$ cat src/common/ncl_defs.svh
// Constants for the nibble logic-operation execution unit.
// Assumes 10-bit instruction words; included by the design and testbench files.
`ifndef NCL_DEFS_SVH
`define NCL_DEFS_SVH

// ------------------------------------------------------------
// Instruction fields (bit 9 down to bit 0)
// ------------------------------------------------------------
`define NCL_CLASS_AND 4'hD
`define NCL_CLASS_OR 4'hE
`define NCL_CLASS_XOR 4'hA
`define NCL_LOW_ROM 4'h0
`define NCL_LOW_IMM 4'h1
`define NCL_CODE_INC 10'h293
`define NCL_CODE_ROT 10'h393
`define NCL_CODE_ROTZ 10'h3D3
`define NCL_CODE_CALL 10'h0D2
`define NCL_CODE_RET 10'h112
`define NCL_PFX_OUT_IMM 7'h1B
`define NCL_PFX_PAIR_IMM 6'h0C
`define NCL_PFX_PAIR_ROM 6'h0E

// ------------------------------------------------------------
// Reset values
// ------------------------------------------------------------
`define NCL_RST_ACC 4'h0
`define NCL_RST_PORT 8'h00
`define NCL_RST_ASR 10'h000

`endif

$ cat src/common/ncl_pkg.sv
// Types shared by the nibble logic-operation execution unit.
// Assumes ncl_defs.svh sits on the include path.
package ncl_pkg;

  typedef enum logic [3:0] {
    NCL_K_NONE = 4'h0,
    NCL_K_LOGIC_REG = 4'h1,
    NCL_K_LOGIC_ROM = 4'h2,
    NCL_K_LOGIC_IMM = 4'h3,
    NCL_K_INC = 4'h4,
    NCL_K_ROT = 4'h5,
    NCL_K_ROTZ = 4'h6,
    NCL_K_OUT_IMM = 4'h7,
    NCL_K_PAIR_IMM = 4'h8,
    NCL_K_PAIR_ROM = 4'h9,
    NCL_K_CALL = 4'hA,
    NCL_K_RET = 4'hB
  } ncl_kind_e;

  typedef enum logic [1:0] {
    NCL_OP_AND = 2'h0,
    NCL_OP_OR = 2'h1,
    NCL_OP_XOR = 2'h2
  } ncl_op_e;

  typedef enum logic [1:0] {
    NCL_S_IDLE = 2'b00,
    NCL_S_FETCH = 2'b01,
    NCL_S_EXEC = 2'b11
  } ncl_state_e;

  typedef struct packed {
    ncl_kind_e kind;
    ncl_op_e op;
    logic low_sel;
    logic [3:0] idx;
  } ncl_dec_s;

  typedef struct packed {
    logic [7:0] p4;
    logic [7:0] p3;
    logic [7:0] p1;
    logic [7:0] p0;
  } ncl_ports_s;

endpackage

$ cat src/design/ncl_logic_ops.sv
// Execution unit for accumulator logic, rotate, increment, pair loads.
// Assumes program memory answers o_rom_addr in the same clock.
//
// Contract
// (RULE_01) AND with register: result and carry
// (RULE_02) ROM operand uses high or low nibble
// (RULE_03) AND immediate from second word
// (RULE_04) OR stores result, clears carry
// (RULE_05) XOR stores result, carry from bit 3s
// (RULE_06) Increment; carry set when result zero
// (RULE_07) Rotate toward MSB; carry gets bit 3
// (RULE_08) Rotate-or-reset resets on zero accumulator
// (RULE_09) Port pair loaded from immediate byte
// (RULE_10) Register pair loaded from byte or ROM
// (RULE_11) Four-bit datapath, one instruction cycle each
// (RULE_12) One bit selects bank or nibble
// (RULE_13) ROM address from page and pair zero
// (RULE_14) Call overflow causes internal reset
// (RULE_15) Return underflow causes internal reset
`timescale 1ns/1ps
`default_nettype none
`include "ncl_defs.svh"

module ncl_logic_ops
  import ncl_pkg::*;
#(
  parameter int SP_W = 1
) (
  input wire logic i_clk,
  input wire logic i_reset,
  input wire logic i_start,
  input wire logic [9:0] i_instr,
  input wire logic [9:0] i_operand,
  input wire logic [9:0] i_pc,
  input wire logic [9:0] i_rom_data,
  output logic [9:0] o_rom_addr,
  output logic o_busy,
  output logic o_done,
  output logic o_illegal,
  output logic [3:0] o_acc,
  output logic o_carry,
  output ncl_ports_s o_ports,
  output logic o_pc_load,
  output logic [9:0] o_pc_value,
  output logic o_internal_reset
);

  generate
    if (SP_W < 1 || SP_W > 4) begin : g_bad_sp
      $error("Stack pointer width out of range");
    end
  endgenerate

  // ------------------------------------------------------------
  // Decoding
  // ------------------------------------------------------------
  function automatic ncl_dec_s decode(input logic [9:0] w);
    ncl_dec_s d;
    d.kind = NCL_K_NONE;
    d.op = NCL_OP_AND;
    d.low_sel = w[5]; // RULE_12
    d.idx = w[3:0];
    if (w[9:6] == `NCL_CLASS_AND || w[9:6] == `NCL_CLASS_OR ||
        w[9:6] == `NCL_CLASS_XOR) begin
      if (w[9:6] == `NCL_CLASS_AND) begin
        d.op = NCL_OP_AND;
      end else if (w[9:6] == `NCL_CLASS_OR) begin
        d.op = NCL_OP_OR;
      end else begin
        d.op = NCL_OP_XOR;
      end
      if (!w[4]) begin
        d.kind = NCL_K_LOGIC_REG;
      end else if (w[3:0] == `NCL_LOW_ROM) begin
        d.kind = NCL_K_LOGIC_ROM;
      end else if (w[3:0] == `NCL_LOW_IMM) begin
        d.kind = NCL_K_LOGIC_IMM;
      end
    end
    if (w == `NCL_CODE_INC) begin
      d.kind = NCL_K_INC;
    end else if (w == `NCL_CODE_ROT) begin
      d.kind = NCL_K_ROT;
    end else if (w == `NCL_CODE_ROTZ) begin
      d.kind = NCL_K_ROTZ;
    end else if (w == `NCL_CODE_CALL) begin
      d.kind = NCL_K_CALL;
    end else if (w == `NCL_CODE_RET) begin
      d.kind = NCL_K_RET;
    end else if (w[9:3] == `NCL_PFX_OUT_IMM) begin
      if (w[2:0] == 3'h0 || w[2:0] == 3'h1 || w[2:0] == 3'h3 ||
          w[2:0] == 3'h4) begin
        d.kind = NCL_K_OUT_IMM;
      end
    end else if (w[9:4] == `NCL_PFX_PAIR_IMM) begin
      d.kind = NCL_K_PAIR_IMM;
    end else if (w[9:4] == `NCL_PFX_PAIR_ROM && w[3:0] != 4'h0) begin
      d.kind = NCL_K_PAIR_ROM;
    end
    return d;
  endfunction

  // Result nibble in [3:0], carry in [4]
  function automatic logic [4:0] logic_op(input ncl_op_e op,
                                          input logic [3:0] a,
                                          input logic [3:0] b);
    logic [4:0] r;
    r = 5'h00;
    unique case (op)
      NCL_OP_AND: r = {a[3] & b[3], a & b}; // RULE_01 RULE_03
      NCL_OP_OR: r = {1'b0, a | b}; // RULE_04
      NCL_OP_XOR: r = {a[3] & b[3], a ^ b}; // RULE_05
      default: r = 5'h00;
    endcase
    return r;
  endfunction

  // Pair read for an instruction: its own pair, else pair zero for ROM
  function automatic logic [3:0] op_pair(input ncl_dec_s d);
    return (d.kind == NCL_K_LOGIC_REG) ? d.idx : 4'h0;
  endfunction

  // ------------------------------------------------------------
  // State
  // ------------------------------------------------------------
  ncl_state_e state;
  ncl_dec_s dec;
  ncl_dec_s in_dec;
  logic [9:0] operand;
  logic [3:0] acc;
  logic carry;
  ncl_ports_s ports;
  logic [SP_W-1:0] sp;
  logic [9:0] saved_return_address;
  logic [7:0] rd_data;
  logic [3:0] rd_addr;
  logic wr_en;
  logic [7:0] wr_data;
  logic [3:0] nib;
  logic [4:0] alu;
  logic [1:0] page;
  logic exec;

  assign in_dec = decode(i_instr);
  assign exec = (state == NCL_S_EXEC);
  assign page = ports.p3[5:4]; // RULE_13
  // Pair zero feeds the ROM address; a register operand reads its pair.
  // Once taken, the latched word steers the read, so i_instr may move on.
  assign rd_addr = (state == NCL_S_IDLE) ? op_pair(in_dec) : op_pair(dec);

  ncl_pair_mem #(.ADDR_W(4), .DATA_W(8)) u_mem (
    .i_clk(i_clk),
    .i_rd_addr(rd_addr),
    .o_rd_data(rd_data),
    .i_wr_en(wr_en),
    .i_wr_addr(dec.idx),
    .i_wr_data(wr_data)
  );

  always_ff @(posedge i_clk) begin
    if (i_reset) begin
      state <= NCL_S_IDLE;
    end else begin
      unique case (state)
        NCL_S_IDLE: begin
          if (i_start) begin
            state <= NCL_S_FETCH;
          end
        end
        NCL_S_FETCH: state <= NCL_S_EXEC;
        NCL_S_EXEC: state <= NCL_S_IDLE; // RULE_11
        default: state <= NCL_S_IDLE;
      endcase
    end
  end

  always_ff @(posedge i_clk) begin
    if (i_reset) begin
      dec <= '0;
      operand <= 10'h000;
    end else if (state == NCL_S_IDLE && i_start) begin
      dec <= in_dec;
      operand <= i_operand;
    end
  end

  // The ROM is addressed one edge after the pair read returns
  always_ff @(posedge i_clk) begin
    if (i_reset) begin
      o_rom_addr <= 10'h000;
    end else if (state == NCL_S_FETCH) begin
      o_rom_addr <= {page, rd_data}; // RULE_13
    end
  end

  // ------------------------------------------------------------
  // Datapath
  // ------------------------------------------------------------
  always_comb begin
    unique case (dec.kind)
      NCL_K_LOGIC_REG: nib = dec.low_sel ? rd_data[3:0] : rd_data[7:4];
      NCL_K_LOGIC_ROM: begin
        nib = dec.low_sel ? i_rom_data[3:0] : i_rom_data[7:4]; // RULE_02
      end
      default: nib = operand[3:0];
    endcase
  end

  assign alu = logic_op(dec.op, acc, nib);

  always_ff @(posedge i_clk) begin
    if (i_reset) begin
      acc <= `NCL_RST_ACC;
      carry <= 1'b0;
    end else if (exec) begin
      unique case (dec.kind)
        NCL_K_LOGIC_REG, NCL_K_LOGIC_ROM, NCL_K_LOGIC_IMM: begin
          acc <= alu[3:0];
          carry <= alu[4];
        end
        NCL_K_INC: begin
          acc <= 4'(acc + 4'h1); // RULE_06
          carry <= (acc == 4'hF);
        end
        NCL_K_ROT, NCL_K_ROTZ: begin
          if (!(dec.kind == NCL_K_ROTZ && acc == 4'h0)) begin
            acc <= {acc[2:0], acc[3]}; // RULE_07 RULE_08
            carry <= acc[3];
          end
        end
        default: begin
          acc <= acc;
          carry <= carry;
        end
      endcase
    end
  end

  // Pair writes: upper nibble to the upper bank, lower to the lower
  assign wr_en = exec &&
    (dec.kind == NCL_K_PAIR_IMM || dec.kind == NCL_K_PAIR_ROM);
  assign wr_data = (dec.kind == NCL_K_PAIR_ROM) ? i_rom_data[7:0] :
                   operand[7:0]; // RULE_10

  always_ff @(posedge i_clk) begin
    if (i_reset) begin
      ports <= {4{`NCL_RST_PORT}};
    end else if (exec && dec.kind == NCL_K_OUT_IMM) begin
      unique case (dec.idx[2:0])
        3'h0: ports.p0 <= operand[7:0]; // RULE_09
        3'h1: ports.p1 <= operand[7:0];
        3'h3: ports.p3 <= operand[7:0];
        default: ports.p4 <= operand[7:0];
      endcase
    end
  end

  // ------------------------------------------------------------
  // Stack and internal reset
  // ------------------------------------------------------------
  always_ff @(posedge i_clk) begin
    if (i_reset) begin
      sp <= '0;
      saved_return_address <= `NCL_RST_ASR;
      o_pc_load <= 1'b0;
      o_pc_value <= 10'h000;
      o_internal_reset <= 1'b0;
      o_illegal <= 1'b0;
    end else begin
      o_pc_load <= exec && (dec.kind == NCL_K_CALL ||
                            dec.kind == NCL_K_RET);
      o_illegal <= exec && dec.kind == NCL_K_NONE;
      o_internal_reset <= 1'b0;
      if (exec && dec.kind == NCL_K_CALL) begin
        sp <= SP_W'(sp + 1'b1);
        saved_return_address <= i_pc;
        o_pc_value <= operand;
        o_internal_reset <= (sp == {SP_W{1'b1}}); // RULE_14
      end else if (exec && dec.kind == NCL_K_RET) begin
        o_pc_value <= saved_return_address;
        sp <= SP_W'(sp - 1'b1);
        o_internal_reset <= (sp == '0); // RULE_15
      end else if (exec && dec.kind == NCL_K_ROTZ) begin
        o_internal_reset <= (acc == 4'h0); // RULE_08
      end
    end
  end

  assign o_busy = (state != NCL_S_IDLE);
  assign o_done = exec;
  assign o_acc = acc;
  assign o_carry = carry;
  assign o_ports = ports;
endmodule

`default_nettype wire

$ cat src/design/ncl_pair_mem.sv
// Register-pair data memory: each word is an upper/lower nibble pair.
// Assumes one clock; read data appear one edge after the address.
`timescale 1ns/1ps
`default_nettype none

module ncl_pair_mem #(
  parameter int ADDR_W = 4,
  parameter int DATA_W = 8
) (
  input wire logic i_clk,
  input wire logic [ADDR_W-1:0] i_rd_addr,
  output logic [DATA_W-1:0] o_rd_data,
  input wire logic i_wr_en,
  input wire logic [ADDR_W-1:0] i_wr_addr,
  input wire logic [DATA_W-1:0] i_wr_data
);

  logic [DATA_W-1:0] mem [0:(1<<ADDR_W)-1];

  generate
    if (DATA_W % 2 != 0) begin : g_bad_width
      $error("Pair width must be even");
    end
  endgenerate

  // ------------------------------------------------------------
  // Storage
  // ------------------------------------------------------------
  always_ff @(posedge i_clk) begin
    if (i_wr_en) begin
      mem[i_wr_addr] <= i_wr_data;
    end
  end

  always_ff @(posedge i_clk) begin
    o_rd_data <= mem[i_rd_addr];
  end

endmodule

`default_nettype wire

$ cat config.mk
export PLATFORM = sky130hd
export DESIGN_NAME = ncl_logic_ops
export DESIGN_NICKNAME = d
export VERILOG_FILES = /design/src/common/ncl_pkg.sv /design/src/design/ncl_logic_ops.sv /design/src/design/ncl_pair_mem.sv
export VERILOG_INCLUDE_DIRS = /design/src /design/src/common
export SDC_FILE = /design/constraint.sdc
export NUM_CORES = 1
export LEC_CHECK = 0
export BUFFER_PORTS_ARGS = -buffer_cell sky130_fd_sc_hd__buf_2
export CAP_MARGIN = 20
export CORE_UTILIZATION = 53
export DETAILED_ROUTE_END_ITERATION = 10
export HOLD_SLACK_MARGIN = 0.1
export PLACE_DENSITY = 0.73
export SYNTH_ARGS = -nofsm -noshare
export SYNTH_HDL_FRONTEND = slang
export SYNTH_SLANG_ARGS = --single-unit
export TNS_END_PERCENT = 10
$ cat constraint.sdc
create_clock -name i_clk -period 3.4 [get_ports i_clk]
set_input_delay 0.34 -clock i_clk [delete_from_list [all_inputs] [get_ports i_clk]]
set_output_delay 0.34 -clock i_clk [all_outputs]
set_load 0.05 [all_outputs]
==> metrics.txt <==
status=completed; Post-Syn Instances=847; first-pass GRT wire length=34900 microns; final setup TNS=0 ns; GRT Util Overall=0.250; power per cell area=about 530 nW/um^2; Synth area leaders=edfxtp_1 40%, dfxtp_1 21%, mux2i_1 8.9%; Multi-input gate area=between 3000 and 4000 sq um; HPWL after DPL=15400 microns; DRC viols=0; cell-internal power=4.64 mW; Sw Ratio=0.228; Reg power frac=0.501; Post-Syn Area=9610 sq um; Syn Area/Cell=11.3 sq um; # rows=48; Chip Width=137 microns; die area=about 19000 sq um; Req. time, crit path=roughly 3.8 ns; met2 Usage GRT=0.402; Non-Filler Instances=1203; syn_nets=900; Pre-Repair DR Iteration Count=5; top-count cell post-synth=edfxtp_1; largest area contributor in the netlist=edfxtp_1; initial core utilization=0.550; initial drt markers=559; Setup crit end kind=flop; vias per cell=5.83; Top delay family on crit path=compound AO/OA/AOI/OAI gates; HP Class=primary input to flop; crit-path max cell delay=0.33 ns; GR Layer Usage met1=0.345; vias=7012; Min Clock Period, post-route=~2.7 ns; # resized after CTS=0; Final GP Congestion=approximately 0.9; grt total ovfl=0; H-tree Lvls=1; Fillers=1370; asr flop ratio synth=0; FF+latch area=5890 sq um; Layout Area Growth over Synthesis=17.8%; Yosys reg bits=230; CP Cell Sequence=buf_4 -> inv_1 -> nand3_1 -> o21ai_1 -> a21oi_1 -> ha_1 -> nor2b_1 -> a21oi_1 -> o21ai_0 -> nand2_1 -> o31ai_1 -> a221oi_1 -> a211oi_1; Top Ports=105; top cells by count, synth=128 x edfxtp_1, 102 x dfxtp_1, 94 x nor2_1; Critical Path Slowest Stage Cell=dfxtp_1; Worst slew margin=0.334; Syn. warnings=0; Clock Skews=0.0223 ns; leakage power=4.22 nW; CP bufs+invs=2; post-synth top area share=0.400; most used cell, CP=a21oi_1; clock-pin transition on the worst setup and hold timing paths=roughly 0.06 ns; Core ar.=17500 sq um; worst-skew pair later-pin latency=0.53 ns; Most Used Layer, Global Route=met2; IO Port Bufs=102; TritonCTS sink count=230; max_cap viols=0; final wirelength=23200 microns; VDD IR max=0.400 mV; Bufs on Longest Clock Path=3; vias in the first global route=6449; setup violators final=0; Max Fanout on Critical Path=26; WL/cell=roughly 19 microns; Final ANT Viol Nets=0; final net count=1011; WP data arrival=3.15 ns; sequential fraction of the synthesis area=0.612; RSZ-0062 raised after global routing=no; antenna violations before repair=2; Setup Crit Path Kind=flop to flop; post-layout util=0.648; CP Launch Type=flop; Clock Power Share=0.433; Comb pwr share=0.066; TritonCTS clock tree=done; achievable frequency=366 MHz; final hold vios=0; Yosys cell types=58; final worst path period share=0.803; total CTS buffers=24; Placed Cells=1134; pin count of the biggest net entering global routing=95; ys flop type=edfxtp_1; share of post-route cells with drive strength above 1=0.172; Worst-Margin Slew=between 0.9 and 1 ns; max-slew violations=0; Die Y=roughly 140 microns; clk root buf=clkbuf_16; Post-synth EDFFs=128; M3 GR Usage=0.0378; Sw Pwr=roughly 1.4 mW
==> worst reg2reg max path, stage by stage (launching register included) <==
cell and delay (ns):
dfxtp_1 0.33, buf_4 0.28, inv_1 0.28, nand3_1 0.14
o21ai_1 0.07, a21oi_1 0.30, ha_1 0.20, nor2b_1 0.17
a21oi_1 0.05, o21ai_0 0.27, nand2_1 0.09, o31ai_1 0.09
a221oi_1 0.12, a211oi_1 0.25
==> what timing repair did <==
action / CTS / global route
hold buffers: 20 / 0
hold endpoints to repair: 20 / 0
buffers inserted: 0 / 0
==> per-stage QoR <==
step | hold slack (ns) | area [sq um] | setup WS, ns | power, mW
finish | 0.131 | 11300 | 0.671 | 6.01
global placement | 0.440 | 10300 | 0.424 | 3.43
detailed placement | 0.445 | 10300 | 0.354 | 3.44
CTS | 0.118 | 11300 | 0.450 | 6.03
floorplan | 0.431 | 9610 | 0.698 | 3.31
global route | 0.129 | 11300 | 0.379 | 6.18
==> final timing paths <==
check	start	to	slack [ns]	depth (start not counted)
min	i_start	state[0]	0.13	3
max reg2reg	dec[8]	o_acc[3]	0.67	13
max	dec[8]	o_acc[3]	0.67	13
min reg2reg	o_rom_addr[1]	o_rom_addr[1]	0.45	2
==> layer usage <==
metal | vias to the layer above | wire length [microns]
met5 | - | 0
met4 | 0 | 658
met3 | 44 | 1330
met2 | 225 | 11100
met1 | 3406 | 10100
li1 | 3337 | -
==> layout by cell type, fill, tap and decap left out, types with 19 or more instances in the layout <==
cell type      instances
buf_4                 19
mux2i_1               85
a21oi_1               59
clkbuf_16             25
dfxtp_1              102
a211oi_1              20
nor2_1                94
buf_2                102
a22oi_1               32
edfxtp_1             128
nand2_1               88
dlygate4sd3_1         20
o22ai_1               22
==> final cells by class <==
type	instances	share of cell area
Clock buffer	32	0.0586
Sequential cell	230	0.520
Tap cell	225	0.0249
Inverter	20	0.00663
Clock inverter	12	0.0120
Antenna cell	2	0.000442
Timing Repair Buffer	141	0.0753
Multi-Input combinational cell	541	0.302
==> registers in the layout, summed over array words and instances, names as in the netlist, 4 cells and up <==
register              count
dec                      11
u_mem.mem               128
o_ports                  32
o_pc_value               10
saved_return_address     10
o_rom_addr               10
o_acc                     4
operand                  10
u_mem.o_rd_data           8
==> power by group through the flow <==
| stage | clock network [mW] | registers (mW) | logic, mW |
|---|---|---|---|
| 2_1_floorplan | 0 | 3.06 | 0.249 |
| 3_3_place_gp | 0 | 3.07 | 0.366 |
| 3_5_place_dp | 0 | 3.07 | 0.373 |
| 4_1_cts | 2.63 | 3.01 | 0.393 |
| 5_1_grt | 2.74 | 3.01 | 0.435 |
| 6_report | 2.60 | 3.01 | 0.399 |
==> kinds of logic after synthesis <==
group | Yosys count | share of synthesized area
AOI/OAI and AO/OA | 176 | 0.120
and+or+nand+nor | 259 | 0.122
xor gates and xnor gates | 3 | 0.00273
DFF | 230 | 0.612
buffers and inverters | 76 | 0.0320
adders and majority gates | 10 | 0.0130
muxes | 93 | 0.0979
No activity file was read; power rests on OpenSTA's default activity.
